[src/design/dqd_cfg.svh]
`ifndef DQD_CFG_SVH
`define DQD_CFG_SVH

// ****************************************
// Register byte offsets
// ****************************************
`define DQD_OFF_VERSION 12'h000
`define DQD_OFF_SCHED_CTRL 12'h004
`define DQD_OFF_DIVERT 12'h008
`define DQD_OFF_DIV_STATUS 12'h00c
`define DQD_OFF_STARVE0 12'h010
`define DQD_OFF_SCHED_WORD0 12'h100

// ****************************************
// Field positions and widths
// ****************************************
`define DQD_DIV_TAIL_BIT 31
`define DQD_DIV_DST_LSB 16
`define DQD_DIV_SRC_LSB 0
`define DQD_QNUM_W 14
`define DQD_SLOT_DIR_BIT 7
`define DQD_SLOT_CHAN_LSB 0
`define DQD_SLOT_W 8
`define DQD_CTRL_EN_BIT 0
`define DQD_CTRL_LAST_LSB 4
`define DQD_SCHED_WORDS 4
`define DQD_STARVE_REGS 4

// ****************************************
// Masks and reset values
// ****************************************
`define DQD_SCHED_WORD_MASK 32'h8f8f8f8f
`define DQD_DIVERT_MASK 32'hbfff3fff
`define DQD_SCHED_CTRL_MASK 32'h000000f1
`define DQD_RST_WORD 32'h00000000
// Arbitrary revision value, not tied to any real part
`define DQD_VERSION_CODE 32'h00010000
`define DQD_CNT_MAX 8'hff

`endif

[src/design/dqd_pkg.sv]
// ****************************************
// Shared types
// ****************************************
package dqd_pkg;

	// Diversion engine states
	typedef enum logic [0:0] {
		DIV_IDLE,
		DIV_BUSY
	} dqd_div_st_t;

	// Register slave and diversion state
	typedef struct packed {
		logic aw_full;
		logic [11:0] aw_addr;
		logic w_full;
		logic [31:0] w_data;
		logic [3:0] w_strb;
		logic bvalid;
		logic [1:0] bresp;
		logic rvalid;
		logic [31:0] rdata;
		logic [1:0] rresp;
		logic [3:0][31:0] sched_word;
		logic sched_en;
		logic [3:0] sched_last;
		logic div_tail;
		logic [13:0] div_dst;
		logic [13:0] div_src;
		dqd_div_st_t div_st;
	} dqd_top_st_t;

	// Scheduler walker state
	typedef struct packed {
		logic [3:0] idx;
		logic cvalid;
		logic cdir;
		logic [3:0] cqueue;
		logic [3:0] cchan;
	} dqd_sched_st_t;

	// Starvation counters
	typedef struct packed {
		logic [15:0][7:0] cnt;
	} dqd_starve_st_t;

endpackage

[src/design/dqd_sched.sv]
`timescale 1ns/10ps
`include "dqd_cfg.svh"

// Walks the scheduler table and hands out one credit per entry
module dqd_sched (
	input wire logic clk,
	input wire logic rst_n,
	input wire logic [127:0] table_flat,
	input wire logic sched_en,
	input wire logic [3:0] sched_last,
	input wire logic [63:0] rx_head_chan,
	input wire logic credit_ready,
	output logic credit_valid,
	output logic credit_dir,
	output logic [3:0] credit_queue,
	output logic [3:0] credit_chan
);

	// ****************************************
	// Slot decoding
	// ****************************************

	// Slot byte of entry i, four slots per word
	function automatic logic [7:0] slot_of(input logic [127:0] t, input logic [3:0] i);
		slot_of = t[i*`DQD_SLOT_W +: `DQD_SLOT_W];
	endfunction

	dqd_pkg::dqd_sched_st_t q, d; // Walker state
	logic [7:0] slot; // Entry being loaded
	logic [3:0] fifo_chan; // Head channel of that entry's receive FIFO

	// ****************************************
	// Next state
	// ****************************************
	always_comb begin
		d = q;
		slot = slot_of(table_flat, q.idx);
		fifo_chan = rx_head_chan[slot[3:0]*4 +: 4];
		// Load a new credit when none is held or the held one is taken
		if (!q.cvalid || credit_ready) begin
			if (sched_en) begin
				d.cvalid = 1'b1;
				d.cdir = slot[`DQD_SLOT_DIR_BIT];
				d.cqueue = slot[`DQD_SLOT_CHAN_LSB +: 4];
				d.cchan = slot[`DQD_SLOT_CHAN_LSB +: 4];
				if (slot[`DQD_SLOT_DIR_BIT]) begin
					d.cqueue = slot[`DQD_SLOT_CHAN_LSB +: 4];
					d.cchan = fifo_chan;
				end
				// Wrap after the last programmed entry
				d.idx = (q.idx >= sched_last) ? 4'h0 : q.idx + 4'h1;
			end else begin
				// Disabled: stop handing out credits, restart at entry zero
				d.cvalid = 1'b0;
				d.idx = 4'h0;
			end
		end
	end

	// ****************************************
	// State register
	// ****************************************
	always_ff @(posedge clk) begin
		if (!rst_n) begin
			q <= '0;
		end else begin
			q <= d;
		end
	end

	assign credit_valid = q.cvalid;
	assign credit_dir = q.cdir;
	assign credit_queue = q.cqueue;
	assign credit_chan = q.cchan;

endmodule // dqd_sched

[src/design/dqd_starve.sv]
`timescale 1ns/10ps
`include "dqd_cfg.svh"

// Sixteen 8-bit empty-read counters, cleared when their register is read
module dqd_starve (
	input wire logic clk,
	input wire logic rst_n,
	input wire logic [15:0] free_pop,
	input wire logic [15:0] free_empty,
	input wire logic [3:0] rd_clr,
	output logic [127:0] cnt_flat
);

	dqd_pkg::dqd_starve_st_t q, d; // Counter state
	logic [15:0][7:0] cnt_nx; // Per-counter next value

	// ****************************************
	// Per-counter update
	// ****************************************
	genvar g;
	generate
		for (g = 0; g < 16; g++) begin : g_cnt
			logic hit; // Pop of an empty queue
			logic [7:0] base; // Value after any clear
			assign hit = free_pop[g] && free_empty[g];
			assign base = rd_clr[g/4] ? 8'h00 : q.cnt[g];
			// Saturate so a busy queue never wraps to a small count; a hit in the clearing cycle counts as one
			assign cnt_nx[g] = (hit && base != `DQD_CNT_MAX) ? base + 8'h01 : base;
		end
	endgenerate

	// Collect next values
	always_comb begin
		d = q;
		d.cnt = cnt_nx;
	end

	// ****************************************
	// State register
	// ****************************************
	always_ff @(posedge clk) begin
		if (!rst_n) begin
			q <= '0;
		end else begin
			q <= d;
		end
	end

	assign cnt_flat = q.cnt;

endmodule // dqd_starve

[src/design/dqd_top.sv]
`timescale 1ns/10ps
`include "dqd_cfg.svh"

// Function
// - Slot bit seven: zero transmit, one receive
// - Four-bit channel; transmit credit names it exactly
// - Receive slot credits its channel's receive FIFO
// - Shared FIFO credit carries head element channel
// - Read-only 32-bit queue manager version register
// - Divert source bits 13-0 onto destination 29-16
// - Bit 31: zero merges head, one tail
// - Starvation fields clear when read
// - 8-bit counters count reads of empty queues
module dqd_top (
	input wire logic clk,
	input wire logic rst_n,
	// AXI4-Lite write address
	input wire logic [11:0] s_axi_awaddr,
	input wire logic s_axi_awvalid,
	output logic s_axi_awready,
	// AXI4-Lite write data
	input wire logic [31:0] s_axi_wdata,
	input wire logic [3:0] s_axi_wstrb,
	input wire logic s_axi_wvalid,
	output logic s_axi_wready,
	// AXI4-Lite write response
	output logic [1:0] s_axi_bresp,
	output logic s_axi_bvalid,
	input wire logic s_axi_bready,
	// AXI4-Lite read address
	input wire logic [11:0] s_axi_araddr,
	input wire logic s_axi_arvalid,
	output logic s_axi_arready,
	// AXI4-Lite read data
	output logic [31:0] s_axi_rdata,
	output logic [1:0] s_axi_rresp,
	output logic s_axi_rvalid,
	input wire logic s_axi_rready,
	// Scheduling credit to the DMA
	output logic credit_valid,
	input wire logic credit_ready,
	output logic credit_dir,
	output logic [3:0] credit_queue,
	output logic [3:0] credit_chan,
	// Head element channel of each receive FIFO, four bits each
	input wire logic [63:0] rx_head_chan,
	// Free queue pops and emptiness
	input wire logic [15:0] free_pop,
	input wire logic [15:0] free_empty,
	// Diversion request to the queue linker
	output logic div_req,
	output logic [13:0] div_src,
	output logic [13:0] div_dst,
	output logic div_tail,
	input wire logic div_done
);

	// ****************************************
	// Constants and helpers
	// ****************************************

	localparam logic [1:0] RESP_OKAY = 2'b00; // Normal answer
	localparam logic [1:0] RESP_SLVERR = 2'b10; // Refused access

	// Byte enables expanded to a bit mask
	function automatic logic [31:0] strb_mask(input logic [3:0] s);
		strb_mask = {{8{s[3]}}, {8{s[2]}}, {8{s[1]}}, {8{s[0]}}};
	endfunction

	// Index of a scheduler word, or 4'hf when the address is elsewhere
	function automatic logic [3:0] sched_idx(input logic [11:0] a);
		if (a >= `DQD_OFF_SCHED_WORD0 && a < `DQD_OFF_SCHED_WORD0 + 12'h4 * `DQD_SCHED_WORDS) begin
			// Subtract before shifting so each word gets its own index
			sched_idx = {2'b00, 2'((a - `DQD_OFF_SCHED_WORD0) >> 2)};
		end else begin
			sched_idx = 4'hf;
		end
	endfunction

	// Index of a starvation register, or 4'hf when the address is elsewhere
	function automatic logic [3:0] starve_idx(input logic [11:0] a);
		if (a >= `DQD_OFF_STARVE0 && a < `DQD_OFF_STARVE0 + 12'h4 * `DQD_STARVE_REGS) begin
			starve_idx = {2'b00, 2'((a - `DQD_OFF_STARVE0) >> 2)};
		end else begin
			starve_idx = 4'hf;
		end
	endfunction

	// ****************************************
	// Declarations
	// ****************************************

	dqd_pkg::dqd_top_st_t q, d; // All slave and control state
	logic do_wr; // Both write halves held, response slot free
	logic do_rd; // Read address taken this cycle
	logic wr_full; // All four byte lanes enabled
	logic [11:0] wa; // Word-aligned write address
	logic [11:0] ra; // Word-aligned read address
	logic [3:0] wr_sidx; // Scheduler word hit by the write
	logic [3:0] rd_sidx; // Scheduler word hit by the read
	logic [3:0] rd_cidx; // Starvation register hit by the read
	logic [3:0] rd_clr; // Clear strobes to the counters
	logic [31:0] wmask; // Lanes written
	logic [31:0] divert_rd; // Divert register as read back
	logic [127:0] cnt_flat; // All starvation counters
	logic [127:0] table_flat; // Scheduler table to the walker

	// ****************************************
	// Handshake decode
	// ****************************************
	always_comb begin
		wa = {q.aw_addr[11:2], 2'b00};
		ra = {s_axi_araddr[11:2], 2'b00};
		do_wr = q.aw_full && q.w_full && !q.bvalid;
		do_rd = s_axi_arvalid && !q.rvalid;
		wr_full = (q.w_strb == 4'hf);
		wmask = strb_mask(q.w_strb);
		wr_sidx = sched_idx(wa);
		rd_sidx = sched_idx(ra);
		rd_cidx = starve_idx(ra);
		divert_rd = {q.div_tail, 1'b0, q.div_dst, 2'b00, q.div_src} & `DQD_DIVERT_MASK;
		rd_clr = 4'h0;
		if (do_rd && rd_cidx != 4'hf) begin
			rd_clr[rd_cidx[1:0]] = 1'b1;
		end
	end

	// ****************************************
	// Next state
	// ****************************************
	always_comb begin
		d = q;
		// Capture write address and data independently, in either order
		if (!q.aw_full && s_axi_awvalid) begin
			d.aw_full = 1'b1;
			d.aw_addr = s_axi_awaddr;
		end
		if (!q.w_full && s_axi_wvalid) begin
			d.w_full = 1'b1;
			d.w_data = s_axi_wdata;
			d.w_strb = s_axi_wstrb;
		end
		// Response retires when the master takes it
		if (q.bvalid && s_axi_bready) begin
			d.bvalid = 1'b0;
		end
		if (q.rvalid && s_axi_rready) begin
			d.rvalid = 1'b0;
		end

		// Register write
		if (do_wr) begin
			d.aw_full = 1'b0;
			d.w_full = 1'b0;
			d.bvalid = 1'b1;
			d.bresp = RESP_OKAY;
			if (wr_sidx != 4'hf) begin
				d.sched_word[wr_sidx[1:0]] = (q.sched_word[wr_sidx[1:0]] & ~wmask)
					| (q.w_data & wmask & `DQD_SCHED_WORD_MASK);
			end else begin
				case (wa)
					`DQD_OFF_SCHED_CTRL: begin
						// Byte writes allowed here; lane 0 holds both fields
						if (q.w_strb[0]) begin
							d.sched_en = q.w_data[`DQD_CTRL_EN_BIT];
							d.sched_last = q.w_data[`DQD_CTRL_LAST_LSB +: 4];
						end
					end
					`DQD_OFF_DIVERT: begin
						if (!wr_full || q.div_st != dqd_pkg::DIV_IDLE) begin
							d.bresp = RESP_SLVERR;
						end else begin
							d.div_src = q.w_data[`DQD_DIV_SRC_LSB +: `DQD_QNUM_W];
							d.div_dst = q.w_data[`DQD_DIV_DST_LSB +: `DQD_QNUM_W];
							d.div_tail = q.w_data[`DQD_DIV_TAIL_BIT];
							d.div_st = dqd_pkg::DIV_BUSY;
						end
					end
					`DQD_OFF_VERSION, `DQD_OFF_DIV_STATUS: begin
						// Read-only registers ignore writes
						d.bresp = RESP_OKAY;
					end
					default: begin
						// Starvation registers are read-only; anything else is unmapped
						d.bresp = (starve_idx(wa) != 4'hf) ? RESP_OKAY : RESP_SLVERR;
					end
				endcase
			end
		end

		// Register read, answered one cycle after the address is taken
		if (do_rd) begin
			d.rvalid = 1'b1;
			d.rresp = RESP_OKAY;
			d.rdata = `DQD_RST_WORD;
			if (rd_sidx != 4'hf) begin
				d.rdata = q.sched_word[rd_sidx[1:0]];
			end else if (rd_cidx != 4'hf) begin
				d.rdata = cnt_flat[rd_cidx[1:0]*32 +: 32];
			end else begin
				case (ra)
					`DQD_OFF_VERSION: d.rdata = `DQD_VERSION_CODE;
					`DQD_OFF_SCHED_CTRL: d.rdata = {24'h0, q.sched_last, 3'b000, q.sched_en};
					`DQD_OFF_DIVERT: d.rdata = divert_rd;
					`DQD_OFF_DIV_STATUS: d.rdata = {31'h0, q.div_st == dqd_pkg::DIV_BUSY};
					default: d.rresp = RESP_SLVERR;
				endcase
			end
		end

		// Diversion engine
		case (q.div_st)
			dqd_pkg::DIV_IDLE: begin
				// Waiting for a full-word write to the divert register
			end
			dqd_pkg::DIV_BUSY: begin
				if (div_done) begin
					d.div_st = dqd_pkg::DIV_IDLE;
				end
			end
			default: begin
				d.div_st = dqd_pkg::DIV_IDLE;
			end
		endcase
	end

	// ****************************************
	// State register
	// ****************************************
	always_ff @(posedge clk) begin
		if (!rst_n) begin
			q <= '0;
		end else begin
			q <= d;
		end
	end

	// ****************************************
	// Bus outputs
	// ****************************************

	// Ready while the holding slot is empty; the master may offer either half first
	assign s_axi_awready = !q.aw_full;
	assign s_axi_wready = !q.w_full;
	assign s_axi_bvalid = q.bvalid;
	assign s_axi_bresp = q.bresp;
	// One read at a time: no new address while an answer stands
	assign s_axi_arready = !q.rvalid;
	assign s_axi_rvalid = q.rvalid;
	assign s_axi_rdata = q.rdata;
	assign s_axi_rresp = q.rresp;

	// Diversion request held until the linker reports the move complete
	assign div_req = (q.div_st == dqd_pkg::DIV_BUSY);
	assign div_src = q.div_src;
	assign div_dst = q.div_dst;
	assign div_tail = q.div_tail;

	assign table_flat = q.sched_word;

	// ****************************************
	// Submodules
	// ****************************************

	// Credit walker over the table
	dqd_sched u_sched (
		.clk(clk),
		.rst_n(rst_n),
		.table_flat(table_flat),
		.sched_en(q.sched_en),
		.sched_last(q.sched_last),
		.rx_head_chan(rx_head_chan),
		.credit_ready(credit_ready),
		.credit_valid(credit_valid),
		.credit_dir(credit_dir),
		.credit_queue(credit_queue),
		.credit_chan(credit_chan)
	);

	// Empty-read statistics
	dqd_starve u_starve (
		.clk(clk),
		.rst_n(rst_n),
		.free_pop(free_pop),
		.free_empty(free_empty),
		.rd_clr(rd_clr),
		.cnt_flat(cnt_flat)
	);

endmodule // dqd_top

[config.mk]
export PLATFORM = sky130hd
export DESIGN_NAME = dqd_top
export DESIGN_NICKNAME = d
export VERILOG_FILES = /design/src/design/dqd_pkg.sv /design/src/design/dqd_sched.sv /design/src/design/dqd_starve.sv /design/src/design/dqd_top.sv
export VERILOG_INCLUDE_DIRS = /design/src /design/src/design
export SDC_FILE = /design/constraint.sdc
export NUM_CORES = 1
export LEC_CHECK = 0
export ABC_AREA = 1
export BUFFER_PORTS_ARGS = -buffer_cell sky130_fd_sc_hd__buf_2
export CAP_MARGIN = 20
export CORE_MARGIN = 5
export CORE_UTILIZATION = 39
export DETAILED_ROUTE_END_ITERATION = 12
export PLACE_DENSITY = 0.53
export SETUP_SLACK_MARGIN = 0.2
export SYNTH_ARGS = -nofsm -noshare
export SYNTH_HDL_FRONTEND = slang
export SYNTH_SLANG_ARGS = --single-unit
[constraint.sdc]
create_clock -name clk -period 2.7 [get_ports clk]
set_input_delay 0.54 -clock clk [delete_from_list [all_inputs] [get_ports clk]]
set_output_delay 0.54 -clock clk [all_outputs]
set_load 0.03 [all_outputs]
==> results.toml, run 1 <==
[status]
outcome = "completed"

[logic_synthesis]
synth_edf_count = 0
ys_types = 55
syn_area_um2 = 20700
synth_top_cells_by_area = "dfxtp_1 (37%), nand2_1 (11%), a21oi_1 (8.3%)"
yosysTopAreaCellShare_pct = 37.4
synth_seq_area_share_pct = 37.4
async_reset_ff_share_pct = 0
yosys.area.top_type = "dfxtp_1"
synth_ff_type = "dfxtp_1"
postSynthCellCount = 3038
yosysWarnings = 0
synth_seq_cells = 387
syn_avg_cell_area_um2 = 6.82

[floorplan]
start_util_pct = 39.4
die_h_um = 240
core_area_um2 = 52600
die_w_um = 240
die_area_um2 = 57800
rows = 84
ios = 246

[power]
p_leak_uw = 0.0103
power.density_nw_per_um2 = 540
peakVddDrop_mv = 0.342

[cts]
cts_buffers = 46
cts.sinks = 387
ctsHoldBuffers = 0
insertion_delay_ns = 0.59
clk_pin_slew_ns = 0.06
clockRootBuffer = "clkbuf_16"
cts.path.max_buffers = 3
cts_tree = "done"
h-tree-depth = 2

[cells_and_area]
finalNonFillerCells = 3966
drive_above_1_share_pct = 17.1
syn_to_final_growth_pct = 19.0
final_nets = 3414
stdcell_area_um2 = 24600
diodes = 0

[timing]
worstMarginPinSlew_ns = 0.746
skew_ns = 0.0182
slew_viol_final = 0
fin_crit_ns = 2.29
relSlewSlack_pct = 49.6
tns_ns = 0
finalSetupViolations = 0
finalHoldViolCount = 0
period_share_pct = 85.0
rsz0062_at_grt = "false"
fmax_ghz = 0.436

[route]
wirelength_um = 79500
routed_via_density = 5.55
via_count = 22008
postRouteAntennaNets = 0
drt_iter0_drc = 1963
wl_per_cell_um = 20.0
drc = 0
drtPass1Iterations = 6

[global_routing]
gr-total-overflow = 0
track_usage_pct = 26.3
grt_pass1_vias = 20415
antenna_found_initial = 0
grt_max_degree = 67
grt_first_pass_wirelength_um = 120000

[setup_path]
critPathLaunchType = "register"
path_max_fanout = 36
cp.arrival_ns = 2.81
required_ns = 3.22
critical_path_class = "reg -> reg"
worstSetupEndpointType = "register"

[job]
drv_cap = 0

[place]
place_congestion = 0.906
dp.cells = 3882
io_buffer_count = 237
dpl_cell_area_um2 = 23100
dpl.hpwl_um = 57600

[worst_hold_path]
holdCritPathClass = "in -> reg"
[cell type report]
type	instances	area [µm²]
repair buffers	407	2790
clock buffers	69	1360
inverters	291	1100
flip-flops and latches	387	7750
multi-input cells	2111	10600
clock inverters	13	146
well taps	688	861
fillers	5326	27900
[what timing repair did]
action	in CTS	in global routing
resized for setup	0	13
setup buffers	0	2
endpoints found under the setup margin	0	79
[synthesized netlist by cell type, types with 9 or more instances]
cell type,instances
o211ai_1,39
inv_2,23
a211oi_1,21
nor2_1,229
inv_1,264
xor2_1,39
o22ai_1,21
nand3_2,9
nor2_2,9
buf_2,35
buf_1,13
a22oi_1,15
a221oi_1,11
clkbuf_1,123
buf_4,75
nand3_1,177
o21ai_0,290
nand3b_1,12
a31oi_1,23
dfxtp_1,387
nand4_1,22
nor3_1,30
o221ai_1,35
a22o_1,13
o21ai_1,88
a21oi_1,344
nand2_1,609
[registers in the layout, indices dropped and copies added, names as in the netlist, 4 cells and up]
name	count
q	179
u_starve.cnt_flat	128
s_axi_rdata	32
div_dst	14
div_src	14
u_sched.credit_chan	4
u_sched.credit_queue	4
u_sched.q	4
[placed cells by master, fill, tap and decap left out, types with 35 or more instances in the layout]
master       n
a21oi_1    344
buf_2      236
buf_4      143
clkbuf_16   47
dfxtp_1    386
inv_1      264
nand2_1    608
nand3_1    177
nor2_1     226
o211ai_1    39
o21ai_0    289
o21ai_1     89
o221ai_1    35
xor2_1      39
[per-stage QoR]
stage / worst slack (ns) / util (%) / hold WS, ns / power [µW]
2_1_floorplan: 0.466 / - / 0.442 / 6650
3_3_place_gp: -0.00537 / 43.9 / 0.450 / 7090
3_5_place_dp: -0.0607 / 43.9 / 0.461 / 7100
4_1_cts: 0.207 / 46.7 / 0.162 / 13400
5_1_grt: 0.193 / 46.9 / 0.187 / 13700
6_report: 0.405 / 46.9 / 0.182 / 13300
[cells by family (layout without fill, tap and decap cells)]
group                    Yosys count  count (layout)  share of synthesized area [%]
AO/OA/AOI/OAI                    928             928                           25.3
XOR/XNOR                          43              43                           1.82
adder cells (fa/ha/maj)            5               5                          0.302
buffers and inverters            541             780                           11.5
flip-flops                       387             387                           37.4
other                              1               2                         0.0181
AND/OR/NAND/NOR                 1133            1133                           23.7
[where the power goes]
group / internal [µW] / switching, µW
Sequential: 5830 / 121
Combinational: 332 / 716
Clock: 3750 / 2550
Total: 9910 / 3390
[metal layers]
metal	part of all wire, %	up-vias	routed length, µm	GRT usage (%)
li1	-	10598	-	-
met1	46	10367	36900	39.2
met2	43	929	33800	39.9
met3	8.6	114	6840	3.98
met4	2.4	0	1950	6.86
met5	0	-	0	0
[worst paths after layout]
| kind | from | cells past startpoint | to | slack (ns) |
|---|---|---|---|---|
| worst min-delay path | s_axi_awaddr[11] | 3 | q[249] | 0.18 |
| worst max-delay path | u_sched.q[11] | 13 | u_sched.credit_chan[3] | 0.41 |
| worst max register to register | u_sched.q[11] | 13 | u_sched.credit_chan[3] | 0.41 |
| worst min register to register | u_starve.cnt_flat[87] | 2 | u_starve.cnt_flat[87] | 0.47 |
[critical path, cell delays in order, from the launching register on]
cell	delay [ns]
dfxtp_1	0.41
buf_8	0.24
nand3_1	0.20
nand3_1	0.13
nand3_2	0.11
nand2_1	0.14
buf_12	0.20
or2_2	0.13
o21ai_0	0.07
o21ai_0	0.24
nand2_1	0.08
nand2_1	0.06
nand2_1	0.07
a21oi_1	0.11
(Power assumes the default switching activity.)
==> run 2, diff against run 1 <==
clock period = 2.2 ns   (was 2.7 ns; I/O delays follow)
==> results.toml, run 2 (synthesized netlist as in run 1, its figures left out) <==
[status]
outcome = "finished with violations"
violations = "negative setup slack"

[timing]
fin_crit_ns = 2.26
rsz0062_at_grt = "true"
finalSetupViolations = 2
slew_viol_final = 0
period_share_pct = 103
worst_slack_ns = -0.0640
worstMarginPinSlew_ns = 0.727
skew_ns = 0.0222
tns_ns = -0.0710
relSlewSlack_pct = 51.5
fmax_ghz = 0.442
finalHoldViolCount = 0

[route]
drtPass1Iterations = 6
postRouteAntennaNets = 0
wl_met3_um = 8450
highest_layer = "met5"
drc = 0
met1Wirelength_um = 38100
wl_per_cell_um = 21.0
wirelength_um = 87000
wl_met2_um = 37400
routed_via_density = 5.60
via_count = 23240
drt_iter0_drc = 2110

[cts]
cts_buffers = 45
cts_tree = "done"
clockRootBuffer = "clkbuf_16"
cts.path.max_buffers = 3
h-tree-depth = 2
insertion_delay_ns = 0.59
ctsHoldBuffers = 0
cts.sinks = 387
clk_pin_slew_ns = 0.06

[global_routing]
antenna_found_initial = 1
track_usage_pct = 26.9
grt_pass1_vias = 21167
grt_first_pass_wirelength_um = 123000
grt_max_degree = 88
gr-total-overflow = 0

[cells_and_area]
final_nets = 3599
largest_reg_flops = 179
stdcell_area_um2 = 28300
layout_commonest_cell = "nand2_1"
n_fill_cell = 5004
largest-register = "q"
utilization_pct = 53.9
final_cell_mix = "nand2_1 (505), dfxtp_1 (381), a21oi_1 (302)"
syn_to_final_growth_pct = 36.9
drive_above_1_share_pct = 30.0
finalNonFillerCells = 4151

[setup_path]
rrSetupSlack_ns = -0.06
rr_startpoint = "u_sched.q[10]"
ff2ff_path_depth = 13
path_max_fanout = 7
cp.arrival_ns = 2.70
required_ns = 2.63
worst_r2r_endpoint = "u_sched.credit_chan[0]"
worstSetupEndpointType = "register"
critPathLaunchType = "register"
critical_path_class = "reg -> reg"

[place]
dpl.hpwl_um = 58400
place_congestion = 0.929
dpl_cell_area_um2 = 24100
dp.cells = 3990
io_buffer_count = 237

[floorplan]
core_area_um2 = 52600
ios = 246
rows = 84
die_h_um = 240
die_w_um = 240
die_area_um2 = 57800
start_util_pct = 39.4

[job]
drv_cap = 0

[worst_hold_path]
holdCritPathClass = "in -> reg"
min_path_cells = 3
worst_hold_path.endpoint = "q[225]"
worstHoldStart = "s_axi_wdata[20]"

[power]
power_uw = 16600
power.density_nw_per_um2 = 587
peakVddDrop_mv = 0.496
p_leak_uw = 0.0118
run 2: cell count changes in the layout (fill, tap and decap cells not counted), sizes merged:
cell | previous run | this run
buf | 406 | 575
bufinv | 3 | 4
clkbuf | 70 | 82
clkinv | 10 | 12
clkinvlp | 2 | 1
diode | 0 | 1
inv | 289 | 288
nand2 | 616 | 617
nor2 | 245 | 246
run 2: final cells by class:
cell class                 instances  area, µm²  share of cell area [%]
multi-input combinational       2113      12200                    43.1
sequential                       387       7760                    27.4
timing repair buffer             591       4840                    17.1
clock buffer                      66       1340                    4.72
inverter                         291       1140                    4.04
tap                              688        861                    3.04
clock inverter                    14        176                   0.622
antenna                            1       2.50                 0.00883
run 2: what timing repair did:
action	in CTS	in global routing
setup endpoints to repair	167	242
cloned	3	22
gates resized for setup	61	386
setup buffers	7	48
pin swaps	14	165
run 2: per-layer routing:
metal / global-route usage (%) / up-vias
li1: - / 11003
met4: 8.39 / 2
met3: 4.19 / 173
met2: 41.3 / 1147
met1: 39.0 / 10915
met5: 0 / -
run 2: how the worst max path moves through the flow:
stage	start	to	slack (ns)
2_1_floorplan	s_axi_araddr[10]	u_starve.cnt_flat[6]	0.09
3_5_place_dp	s_axi_araddr[10]	s_axi_rdata[3]	-0.37
3_3_place_gp	s_axi_araddr[10]	s_axi_rdata[3]	-0.32
6_report	u_sched.q[10]	u_sched.credit_chan[0]	-0.06
4_1_cts	u_sched.q[10]	u_sched.credit_chan[0]	0.12
5_1_grt	u_sched.q[10]	u_sched.credit_chan[3]	-0.05
run 2: worst max-delay path, cell delays in order, from the launching register on:
cell and delay (ns):
dfxtp_4 0.40, clkbuf_16 0.18, buf_4 0.14, o211ai_1 0.38
o211ai_1 0.16, nand3_1 0.11, nand2_2 0.11, inv_2 0.09
buf_4 0.11, nand3_1 0.07, nand3_1 0.10, nand3_2 0.13
nand2_1 0.09, a21oi_1 0.05
run 2: per-stage QoR:
stage	hold WS, ns	setup WS [ns]
after floorplan	0.442	0.0860
after global placement	0.454	-0.317
after detailed placement	0.455	-0.366
after CTS	0.0430	0.118
after global routing	0.0844	-0.0511
final	0.0757	-0.0640
run 2: power breakdown:
group	switching (µW)	leakage (µW)	internal, µW
logic	988	0.00792	530
clock network	3150	0.000748	4670
registers	159	0.00314	7160
total	4300	0.0118	12400
